**src/hqd_pkg.sv**
```systemverilog
// hqd_pkg: offsets, field positions and reset values for the host queue command block
// assumes a 16-bit register path with even byte addresses
package hqd_pkg;
  localparam logic [11:0] rxq_cmd_off       = 12'h182;
  localparam logic [11:0] txq_cmd_off       = 12'h180;
  localparam logic [11:0] tx_ptr_off        = 12'h184;
  localparam logic [11:0] isr_off           = 12'h192;
  localparam int          isr_rx_bit        = 13;
  localparam int          dur_sts_bit       = 12;
  localparam int          byte_sts_bit      = 11;
  localparam int          frame_sts_bit     = 10;
  localparam int          ip_offset_bit     = 9;
  localparam int          dur_en_bit        = 7;
  localparam int          byte_en_bit       = 6;
  localparam int          frame_en_bit      = 5;
  localparam int          auto_deq_bit      = 4;
  localparam int          dma_bit           = 3;
  localparam int          err_rel_bit       = 0;
  localparam int          tx_auto_bit       = 14;
  localparam int          ptr_w             = 11;
  localparam int          cnt_w             = 16;
  localparam logic [10:0] ptr_reset         = 11'h000;
  localparam logic [15:0] cmd_reset         = 16'h0000;
  localparam logic [10:0] inc_byte          = 11'h001;
  localparam logic [10:0] inc_word          = 11'h002;
  localparam logic [10:0] inc_dword         = 11'h004;
  localparam logic [1:0]  size_byte         = 2'h0;
  localparam logic [1:0]  size_word         = 2'h1;
  localparam logic [1:0]  size_dword        = 2'h2;

  typedef enum logic [1:0] {
    hqd_rel_idle,
    hqd_rel_busy
  } hqd_rel_type;

  function automatic logic [10:0] hqd_step(input logic [1:0] size);
    unique case (size)
      size_byte:  hqd_step = inc_byte;
      size_word:  hqd_step = inc_word;
      default:    hqd_step = inc_dword;
    endcase
  endfunction
endpackage

```
**src/hqd_cmd_if.sv**
```systemverilog
// hqd_cmd_if: decoded host write/read strobes handed from the port to the register file
// assumes a single mclk domain
`timescale 1ns/100ps
interface hqd_cmd_if;
  logic        reg_wr;
  logic        reg_rd;
  logic [11:0] addr;
  logic [15:0] wdata;
  logic [15:0] rdata;
  modport port (output reg_wr, output reg_rd, output addr, output wdata, input rdata);
  modport regs (input reg_wr, input reg_rd, input addr, input wdata, output rdata);
endinterface

```
**src/hqd_host_sync.sv**
```systemverilog
// hqd_host_sync: synchronises the parallel host pins and turns strobe edges into pulses
// assumes host strobes stay low for at least three mclk periods
`timescale 1ns/100ps
module hqd_host_sync (
  // clock and reset
  input  wire logic        mclk,
  input  wire logic        rst,
  // host pins
  input  wire logic        chip_select_low,
  input  wire logic        read_strobe_low,
  input  wire logic        write_strobe_low,
  input  wire logic        cmd_pin,
  input  wire logic [11:0] addr_pin,
  input  wire logic [15:0] data_pin,
  // decoded
  output logic             data_wr,
  output logic             data_rd,
  hqd_cmd_if.port          bus
);
  logic [3:0]  s1_q, s2_q;
  logic        wr_prev_q, rd_prev_q;
  logic [11:0] a1_q, a2_q;
  logic [15:0] d1_q, d2_q;
  logic        wr_act, rd_act;

  // pins are asynchronous, so two stages before any decode
  always_ff @(posedge mclk) begin
    if (rst) begin
      s1_q <= 4'hf;
      s2_q <= 4'hf;
      a1_q <= 12'h000;
      a2_q <= 12'h000;
      d1_q <= 16'h0000;
      d2_q <= 16'h0000;
    end else begin
      s1_q <= {chip_select_low, read_strobe_low, write_strobe_low, cmd_pin};
      s2_q <= s1_q;
      a1_q <= addr_pin;
      a2_q <= a1_q;
      d1_q <= data_pin;
      d2_q <= d1_q;
    end
  end

  assign wr_act = !s2_q[3] && !s2_q[1];
  assign rd_act = !s2_q[3] && !s2_q[2];

  // edge detect on the second stage only
  always_ff @(posedge mclk) begin
    if (rst) begin
      wr_prev_q <= 1'b0;
      rd_prev_q <= 1'b0;
    end else begin
      wr_prev_q <= wr_act;
      rd_prev_q <= rd_act;
    end
  end

  // cmd low selects the frame data path, high the registers
  assign data_wr    = wr_act && !wr_prev_q && !s2_q[0];
  assign data_rd    = rd_act && !rd_prev_q && !s2_q[0];
  assign bus.reg_wr = wr_act && !wr_prev_q && s2_q[0];
  assign bus.reg_rd = rd_act && !rd_prev_q && s2_q[0];
  assign bus.addr   = a2_q;
  assign bus.wdata  = d2_q;
endmodule

```
**src/hqd_queue_ctrl.sv**
```systemverilog
// hqd_queue_ctrl: receive queue command register and transmit frame pointer register
// Behaviour
// - byte threshold enable raises receive interrupt
// - frame threshold enable raises receive interrupt
// - auto dequeue skips to next frame
// - dma bit routes strobes to frame buffers
// - dma blocks all other registers
// - error release frees frame, self clears
// - auto increment steps pointer by size
// - no auto increment leaves pointer alone
// - pointer resets zero, reloads after enqueue
// - cause bits update on isr bit write
// assumes queue status and frame buffer logic sit outside, same mclk
`timescale 1ns/100ps
module hqd_queue_ctrl (
  // clock and reset
  input  wire logic        mclk,
  input  wire logic        rst,
  // host pins
  input  wire logic        chip_select_low,
  input  wire logic        read_strobe_low,
  input  wire logic        write_strobe_low,
  input  wire logic        cmd_pin,
  input  wire logic [11:0] addr_pin,
  input  wire logic [15:0] data_pin,
  input  wire logic [1:0]  access_size,
  // host read data
  output logic [15:0]      host_rdata,
  output logic             host_rdata_oe,
  // receive queue status
  input  wire logic [15:0] rx_byte_count,
  input  wire logic [15:0] rx_frame_count,
  input  wire logic [15:0] byte_count_threshold_value,
  input  wire logic [15:0] frame_count_threshold_value,
  input  wire logic        rx_duration_hit,
  input  wire logic        rx_frame_read_done,
  input  wire logic        rx_release_done,
  // transmit queue status
  input  wire logic        tx_enqueued,
  input  wire logic [10:0] tx_next_free,
  // requests to the queues
  output logic             rx_threshold_irq,
  output logic             rx_dequeue,
  output logic             rx_release_req,
  output logic             rx_buf_rd,
  output logic             tx_buf_wr,
  output logic [10:0]      tx_buf_addr,
  output logic [15:0]      tx_buf_wdata,
  output logic             reg_access_en,
  output logic             ip_offset_en
);
  logic        data_wr, data_rd;
  hqd_cmd_if   cmd ();

  logic [15:0] cmd_q;
  logic        tx_auto_q;
  logic [10:0] tx_ptr_q;
  logic [2:0]  cause_q;
  logic        irq_q;
  logic        deq_q, rel_req_q, rbuf_q, twr_q;
  logic [10:0] taddr_q;
  logic [15:0] twdata_q;
  logic [15:0] rdata_q;
  logic        rdata_oe_q;
  logic [1:0]  size1_q, size2_q;
  logic [1:0]  rd1_q, rd2_q;
  logic        acc_en_q;
  hqd_pkg::hqd_rel_type rel_q;
  logic        dma_on, cmd_sel, ptr_sel, isr_sel;
  logic        byte_hit, frame_hit;

  hqd_host_sync u_sync (
    .mclk             (mclk),
    .rst              (rst),
    .chip_select_low  (chip_select_low),
    .read_strobe_low  (read_strobe_low),
    .write_strobe_low (write_strobe_low),
    .cmd_pin          (cmd_pin),
    .addr_pin         (addr_pin),
    .data_pin         (data_pin),
    .data_wr          (data_wr),
    .data_rd          (data_rd),
    .bus              (cmd.port)
  );

  assign dma_on   = cmd_q[hqd_pkg::dma_bit];
  assign cmd_sel  = cmd.addr == hqd_pkg::rxq_cmd_off;
  // during dma only the command register answers
  assign ptr_sel  = cmd.addr == hqd_pkg::tx_ptr_off && !dma_on;
  assign isr_sel  = cmd.addr == hqd_pkg::isr_off && !dma_on;
  assign byte_hit = rx_byte_count > byte_count_threshold_value;
  assign frame_hit = rx_frame_count > frame_count_threshold_value;
  // release bit reads 1 until the buffer is really free, so polling means something
  assign cmd.rdata = cmd_sel ? {cmd_q[15:13], cause_q, cmd_q[9:1], rel_q == hqd_pkg::hqd_rel_busy} :
                     ptr_sel ? {1'b0, tx_auto_q, 3'h0, tx_ptr_q} : 16'h0000;

  // command register; release bit kept by its own machine
  always_ff @(posedge mclk) begin
    if (rst) begin
      cmd_q <= hqd_pkg::cmd_reset;
    end else if (cmd.reg_wr && cmd_sel) begin
      cmd_q <= cmd.wdata;
      cmd_q[hqd_pkg::err_rel_bit] <= 1'b0;
      cmd_q[12:10] <= 3'h0;
    end
  end

  // release: set on write, cleared only when memory is free
  always_ff @(posedge mclk) begin
    if (rst) begin
      rel_q     <= hqd_pkg::hqd_rel_idle;
      rel_req_q <= 1'b0;
    end else begin
      rel_req_q <= 1'b0;
      unique case (rel_q)
        hqd_pkg::hqd_rel_idle: begin
          if (cmd.reg_wr && cmd_sel && cmd.wdata[hqd_pkg::err_rel_bit]) begin
            rel_q     <= hqd_pkg::hqd_rel_busy;
            rel_req_q <= 1'b1;
          end
        end
        hqd_pkg::hqd_rel_busy: begin
          if (rx_release_done)
            rel_q <= hqd_pkg::hqd_rel_idle;
        end
        default: rel_q <= hqd_pkg::hqd_rel_idle;
      endcase
    end
  end

  // interrupt level while an enabled threshold is exceeded
  always_ff @(posedge mclk) begin
    if (rst)
      irq_q <= 1'b0;
    else
      irq_q <= (cmd_q[hqd_pkg::byte_en_bit] && byte_hit) ||
               (cmd_q[hqd_pkg::frame_en_bit] && frame_hit) ||
               (cmd_q[hqd_pkg::dur_en_bit] && rx_duration_hit);
  end

  // cause snapshot taken when software writes 1 to the isr receive bit
  always_ff @(posedge mclk) begin
    if (rst)
      cause_q <= 3'h0;
    else if (cmd.reg_wr && isr_sel && cmd.wdata[hqd_pkg::isr_rx_bit])
      cause_q <= {cmd_q[hqd_pkg::dur_en_bit] && rx_duration_hit,
                  cmd_q[hqd_pkg::byte_en_bit] && byte_hit,
                  cmd_q[hqd_pkg::frame_en_bit] && frame_hit};
  end

  // auto dequeue once the host has read the whole frame
  always_ff @(posedge mclk) begin
    if (rst)
      deq_q <= 1'b0;
    else
      deq_q <= cmd_q[hqd_pkg::auto_deq_bit] && rx_frame_read_done;
  end

  // transmit pointer: auto step, enqueue reload beats a same-cycle step
  always_ff @(posedge mclk) begin
    if (rst) begin
      tx_ptr_q  <= hqd_pkg::ptr_reset;
      tx_auto_q <= 1'b0;
    end else begin
      if (cmd.reg_wr && ptr_sel)
        tx_auto_q <= cmd.wdata[hqd_pkg::tx_auto_bit];
      if (tx_enqueued)
        tx_ptr_q <= tx_next_free;
      else if (data_wr && dma_on && tx_auto_q)
        tx_ptr_q <= tx_ptr_q + hqd_pkg::hqd_step(size2_q);
    end
  end

  // frame data strobes pass only while dma is open
  always_ff @(posedge mclk) begin
    if (rst) begin
      rbuf_q   <= 1'b0;
      twr_q    <= 1'b0;
      taddr_q  <= hqd_pkg::ptr_reset;
      twdata_q <= 16'h0000;
    end else begin
      rbuf_q <= data_rd && dma_on;
      twr_q  <= data_wr && dma_on;
      if (data_wr && dma_on) begin
        taddr_q  <= tx_ptr_q;
        twdata_q <= cmd.wdata;
      end
    end
  end

  // read data held for the host, driven while a read strobe is active
  always_ff @(posedge mclk) begin
    if (rst) begin
      rdata_q    <= 16'h0000;
      rdata_oe_q <= 1'b0;
    end else begin
      if (cmd.reg_rd)
        rdata_q <= cmd.rdata;
      rdata_oe_q <= !rd2_q[1] && !rd2_q[0];
    end
  end

  // size and read pins are asynchronous too; two stages keep them in step with the strobes
  always_ff @(posedge mclk) begin
    if (rst) begin
      size1_q <= hqd_pkg::size_word;
      size2_q <= hqd_pkg::size_word;
      rd1_q   <= '1;
      rd2_q   <= '1;
    end else begin
      size1_q <= access_size;
      size2_q <= size1_q;
      rd1_q   <= {chip_select_low, read_strobe_low};
      rd2_q   <= rd1_q;
    end
  end

  // own flop so the access enable output has no gate behind it
  always_ff @(posedge mclk) begin
    if (rst)
      acc_en_q <= 1'b1;
    else if (cmd.reg_wr && cmd_sel)
      acc_en_q <= !cmd.wdata[hqd_pkg::dma_bit];
  end

  // oe trails the pins by three cycles, like every other host decode
  assign host_rdata       = rdata_q;
  assign host_rdata_oe    = rdata_oe_q;
  assign rx_threshold_irq = irq_q;
  assign rx_dequeue       = deq_q;
  assign rx_release_req   = rel_req_q;
  assign rx_buf_rd        = rbuf_q;
  assign tx_buf_wr        = twr_q;
  assign tx_buf_addr      = taddr_q;
  assign tx_buf_wdata     = twdata_q;
  assign reg_access_en    = acc_en_q;
  assign ip_offset_en     = cmd_q[hqd_pkg::ip_offset_bit];
endmodule

```
**config.mk**
```make
export PLATFORM = sky130hd
export DESIGN_NAME = hqd_queue_ctrl
export DESIGN_NICKNAME = d
export VERILOG_FILES = /design/src/hqd_pkg.sv /design/src/hqd_cmd_if.sv /design/src/hqd_host_sync.sv /design/src/hqd_queue_ctrl.sv
export SDC_FILE = /design/constraint.sdc
export NUM_CORES = 1
export LEC_CHECK = 0
export BUFFER_PORTS_ARGS = -buffer_cell sky130_fd_sc_hd__buf_4
export CAP_MARGIN = 30
export CORE_MARGIN = 3
export CORE_UTILIZATION = 50
export DETAILED_ROUTE_END_ITERATION = 10
export PLACE_DENSITY = 0.77
export SKIP_CTS_REPAIR_TIMING = 1
export SLEW_MARGIN = 20
export SYNTH_ARGS = -nofsm -noshare
export SYNTH_HDL_FRONTEND = slang
export SYNTH_SLANG_ARGS = --single-unit
```
**constraint.sdc**
```tcl
create_clock -name mclk -period 4.6 [get_ports mclk]
set_clock_uncertainty 0.15 [all_clocks]
set_input_delay 0.46 -clock mclk [delete_from_list [all_inputs] [get_ports mclk]]
set_output_delay 0.46 -clock mclk [all_outputs]
set_load 0.01 [all_outputs]
```
==> out/metrics.yaml <==
status: "completed"
power_per_cell_area_mw_per_mm2: 393
worstPathRequired_ps: 4730
timing.final.crit_share: 0.526
yosysUniqueCellTypes: 46
portBuffers: 165
yosysTopAreaCell: "dfxtp_1"
start_kind: "flop"
yosys-top-cells-area: "dfxtp_1, ha_1, nor2b_1, nand2_1, a21oi_1"
place_congestion: 0.843
yosysWarnings: 0
viasPerCell: 5.12
clockBufferDepth: 2
critPathLaunch: "u_sync.bus.addr[9]"
clk_transition_reported_paths_ps: 60
tightest_slew_ps: 845
numCtsBuffers: 17
antenna_cells: 0
slew_violations: 0
max_freq_ghz: 0.413
synth-seq-area-share: 0.509
die_y_um: 114
maxCapViolCount: 0
crit_path_end: "cmd_q[8]"
clkSinkCount: 147
rsz0062_at_grt: "false"
first_pass_iters: 4
rr_worst_depth: 6
num_rows: 38
cts_tree: "done"
place_ws_ps: 2160
final_nets: 936
htreeDepth: 4
ys_ff_latch: 147
synth_top_area_frac: 0.509
maxSlewHeadroom: 0.433
drt-total-wl_um: 13400
final_antenna_net_count: 0
critPathKind: "reg2reg"
async_flop_share: 0
clkLatencyLatePin_ps: 410
synthCells: 627
r2r-end: "cmd_q[8]"
synth_edf_count: 0
synth_fp_nets: 778
syn_area_mm2: 0.00578
grt_usage: 0.205
synthMostInstantiatedCell: "dfxtp_1"
ir_drop_uv: 368
hold_viol_final: 0
utilization: 0.706
io_pins: 166
end_kind: "flop"
die_w_um: 114
grt_max_degree: 113
first_iter_violations: 187
vias: 4796
post_dp_cell_area_mm2: 0.00713
design_area_mm2: 0.00782
critical_path_arrival_ps: 2550
tns_ps: 0
synth_top_cells_by_count: "dfxtp_1, nand2_1, a21oi_1"
start_util: 0.522
grt_pass1_wl_um: 21300
wire_per_inst_um: 14.3
r2r_slack_ps: 2180
final_layout_size_suffix_gt1_frac: 0.282
core_mm2: 0.0111
root_buffer: "clkbuf_16"
cp_max_fo: 17
hold_path_depth: 2
synthToLayoutAreaGrowth_pct: 35.4
setup_slack_ps: 2180
grt_antenna_before_repair: 0
p_leak_nw: 3.41
grt-ovfl-total: 0
avgSynthCellArea_um2: 9.22
drc: 0
die-area_mm2: 0.0129
r2r_start: "u_sync.bus.addr[9]"
first_global_vias: 4698
hold_path.class: "in2reg"
synthFlopType: "dfxtp_1"
fin_crit_ps: 2420
setup_violations: 0
dp_hpwl_um: 9750
[per-layer routing]
| layer | GRT usage | wire (um) | up-vias |
|---|---|---|---|
| met5 | 0 | 0 | - |
| met4 | 0.0617 | 168 | 0 |
| met3 | 0.0557 | 1110 | 16 |
| met2 | 0.364 | 6640 | 165 |
| met1 | 0.240 | 5460 | 2190 |
| li1 | - | - | 2425 |
[worst min-delay path by stage]
stage                    startpoint  slack, ps              to
floorplan            u_sync.s1_q[2]        240        rd2_q[0]
global placement     u_sync.s1_q[0]        250  u_sync.s2_q[0]
detailed placement   u_sync.s1_q[2]        240        rd2_q[0]
CTS                 read_strobe_low         70  u_sync.s1_q[2]
global route        read_strobe_low         80  u_sync.s1_q[2]
finish              read_strobe_low         90  u_sync.s1_q[2]
[where the power goes]
part	leakage, nW	total (mW)	switching, mW	internal [mW]
clock network	0.327	1.54	0.508	1.03
logic	1.89	0.207	0.0873	0.120
registers	1.20	1.33	0.0212	1.31
[logic make-up (layout without fill, tap and decap cells)]
logic type | Yosys count | count (layout) | synth area share
xor gates and xnor gates | 9 | 9 | 0.0136
adders and majority gates | 36 | 36 | 0.0792
AOI/OAI and AO/OA | 101 | 101 | 0.108
muxes | 3 | 3 | 0.00541
DFF | 147 | 147 | 0.509
buffers and inverters | 64 | 234 | 0.0427
and+or+nand+nor | 267 | 267 | 0.242
[layout make-up]
type / count / area [um^2]
well taps: 140 / 175
fillers: 839 / 3250
inverters: 33 / 124
repair buffers: 170 / 1320
flip-flops and latches: 147 / 2940
clock buffers: 18 / 439
multi-input cells: 416 / 2590
clock inverters: 13 / 229
[flip-flops by register name, indices dropped and copies added, names as in the netlist, 2 cells and up]
| name | count |
|---|---|
| u_sync.d1_q | 16 |
| cause_q | 3 |
| u_sync.bus.wdata | 16 |
| u_sync.s1_q | 4 |
| u_sync.a1_q | 12 |
| tx_buf_addr | 11 |
| size2_q | 2 |
| u_sync.bus.addr | 12 |
| host_rdata | 16 |
| size1_q | 2 |
| rd2_q | 2 |
| cmd_q | 12 |
| tx_buf_wdata | 16 |
| tx_ptr_q | 11 |
| u_sync.s2_q | 2 |
[through the flow]
step / cells / power (mW) / hold WS, ps
after CTS: 936 / 3.10 / 73.9
after global placement: 903 / 1.55 / 247
after global routing: 937 / 3.17 / 82.7
final: 937 / 3.08 / 87.6
after detailed placement: 905 / 1.56 / 244
after floorplan: 627 / 1.46 / 239
[cell usage in the layout (no fill, tap or decap), drive strengths merged, types with 6 or more instances in the layout]
cell and count:
a211oi 9, a21oi 65, a221oi 12, buf 170
bufinv 6, clkbuf 18, dfxtp 147, ha 35
inv 36, nand2 97, nand3 18, nand4 8
nor2 33, nor2b 62, nor3 18, or2 11
[worst max-delay path: stages, from the launching register on]
cell     delay (ps)
dfxtp_1         300
nor3b_1         290
nand3_2         230
nor3_4          570
nand3_1         480
nand2_1         200
a21oi_1          80
Power figures use the tool's default switching activity.
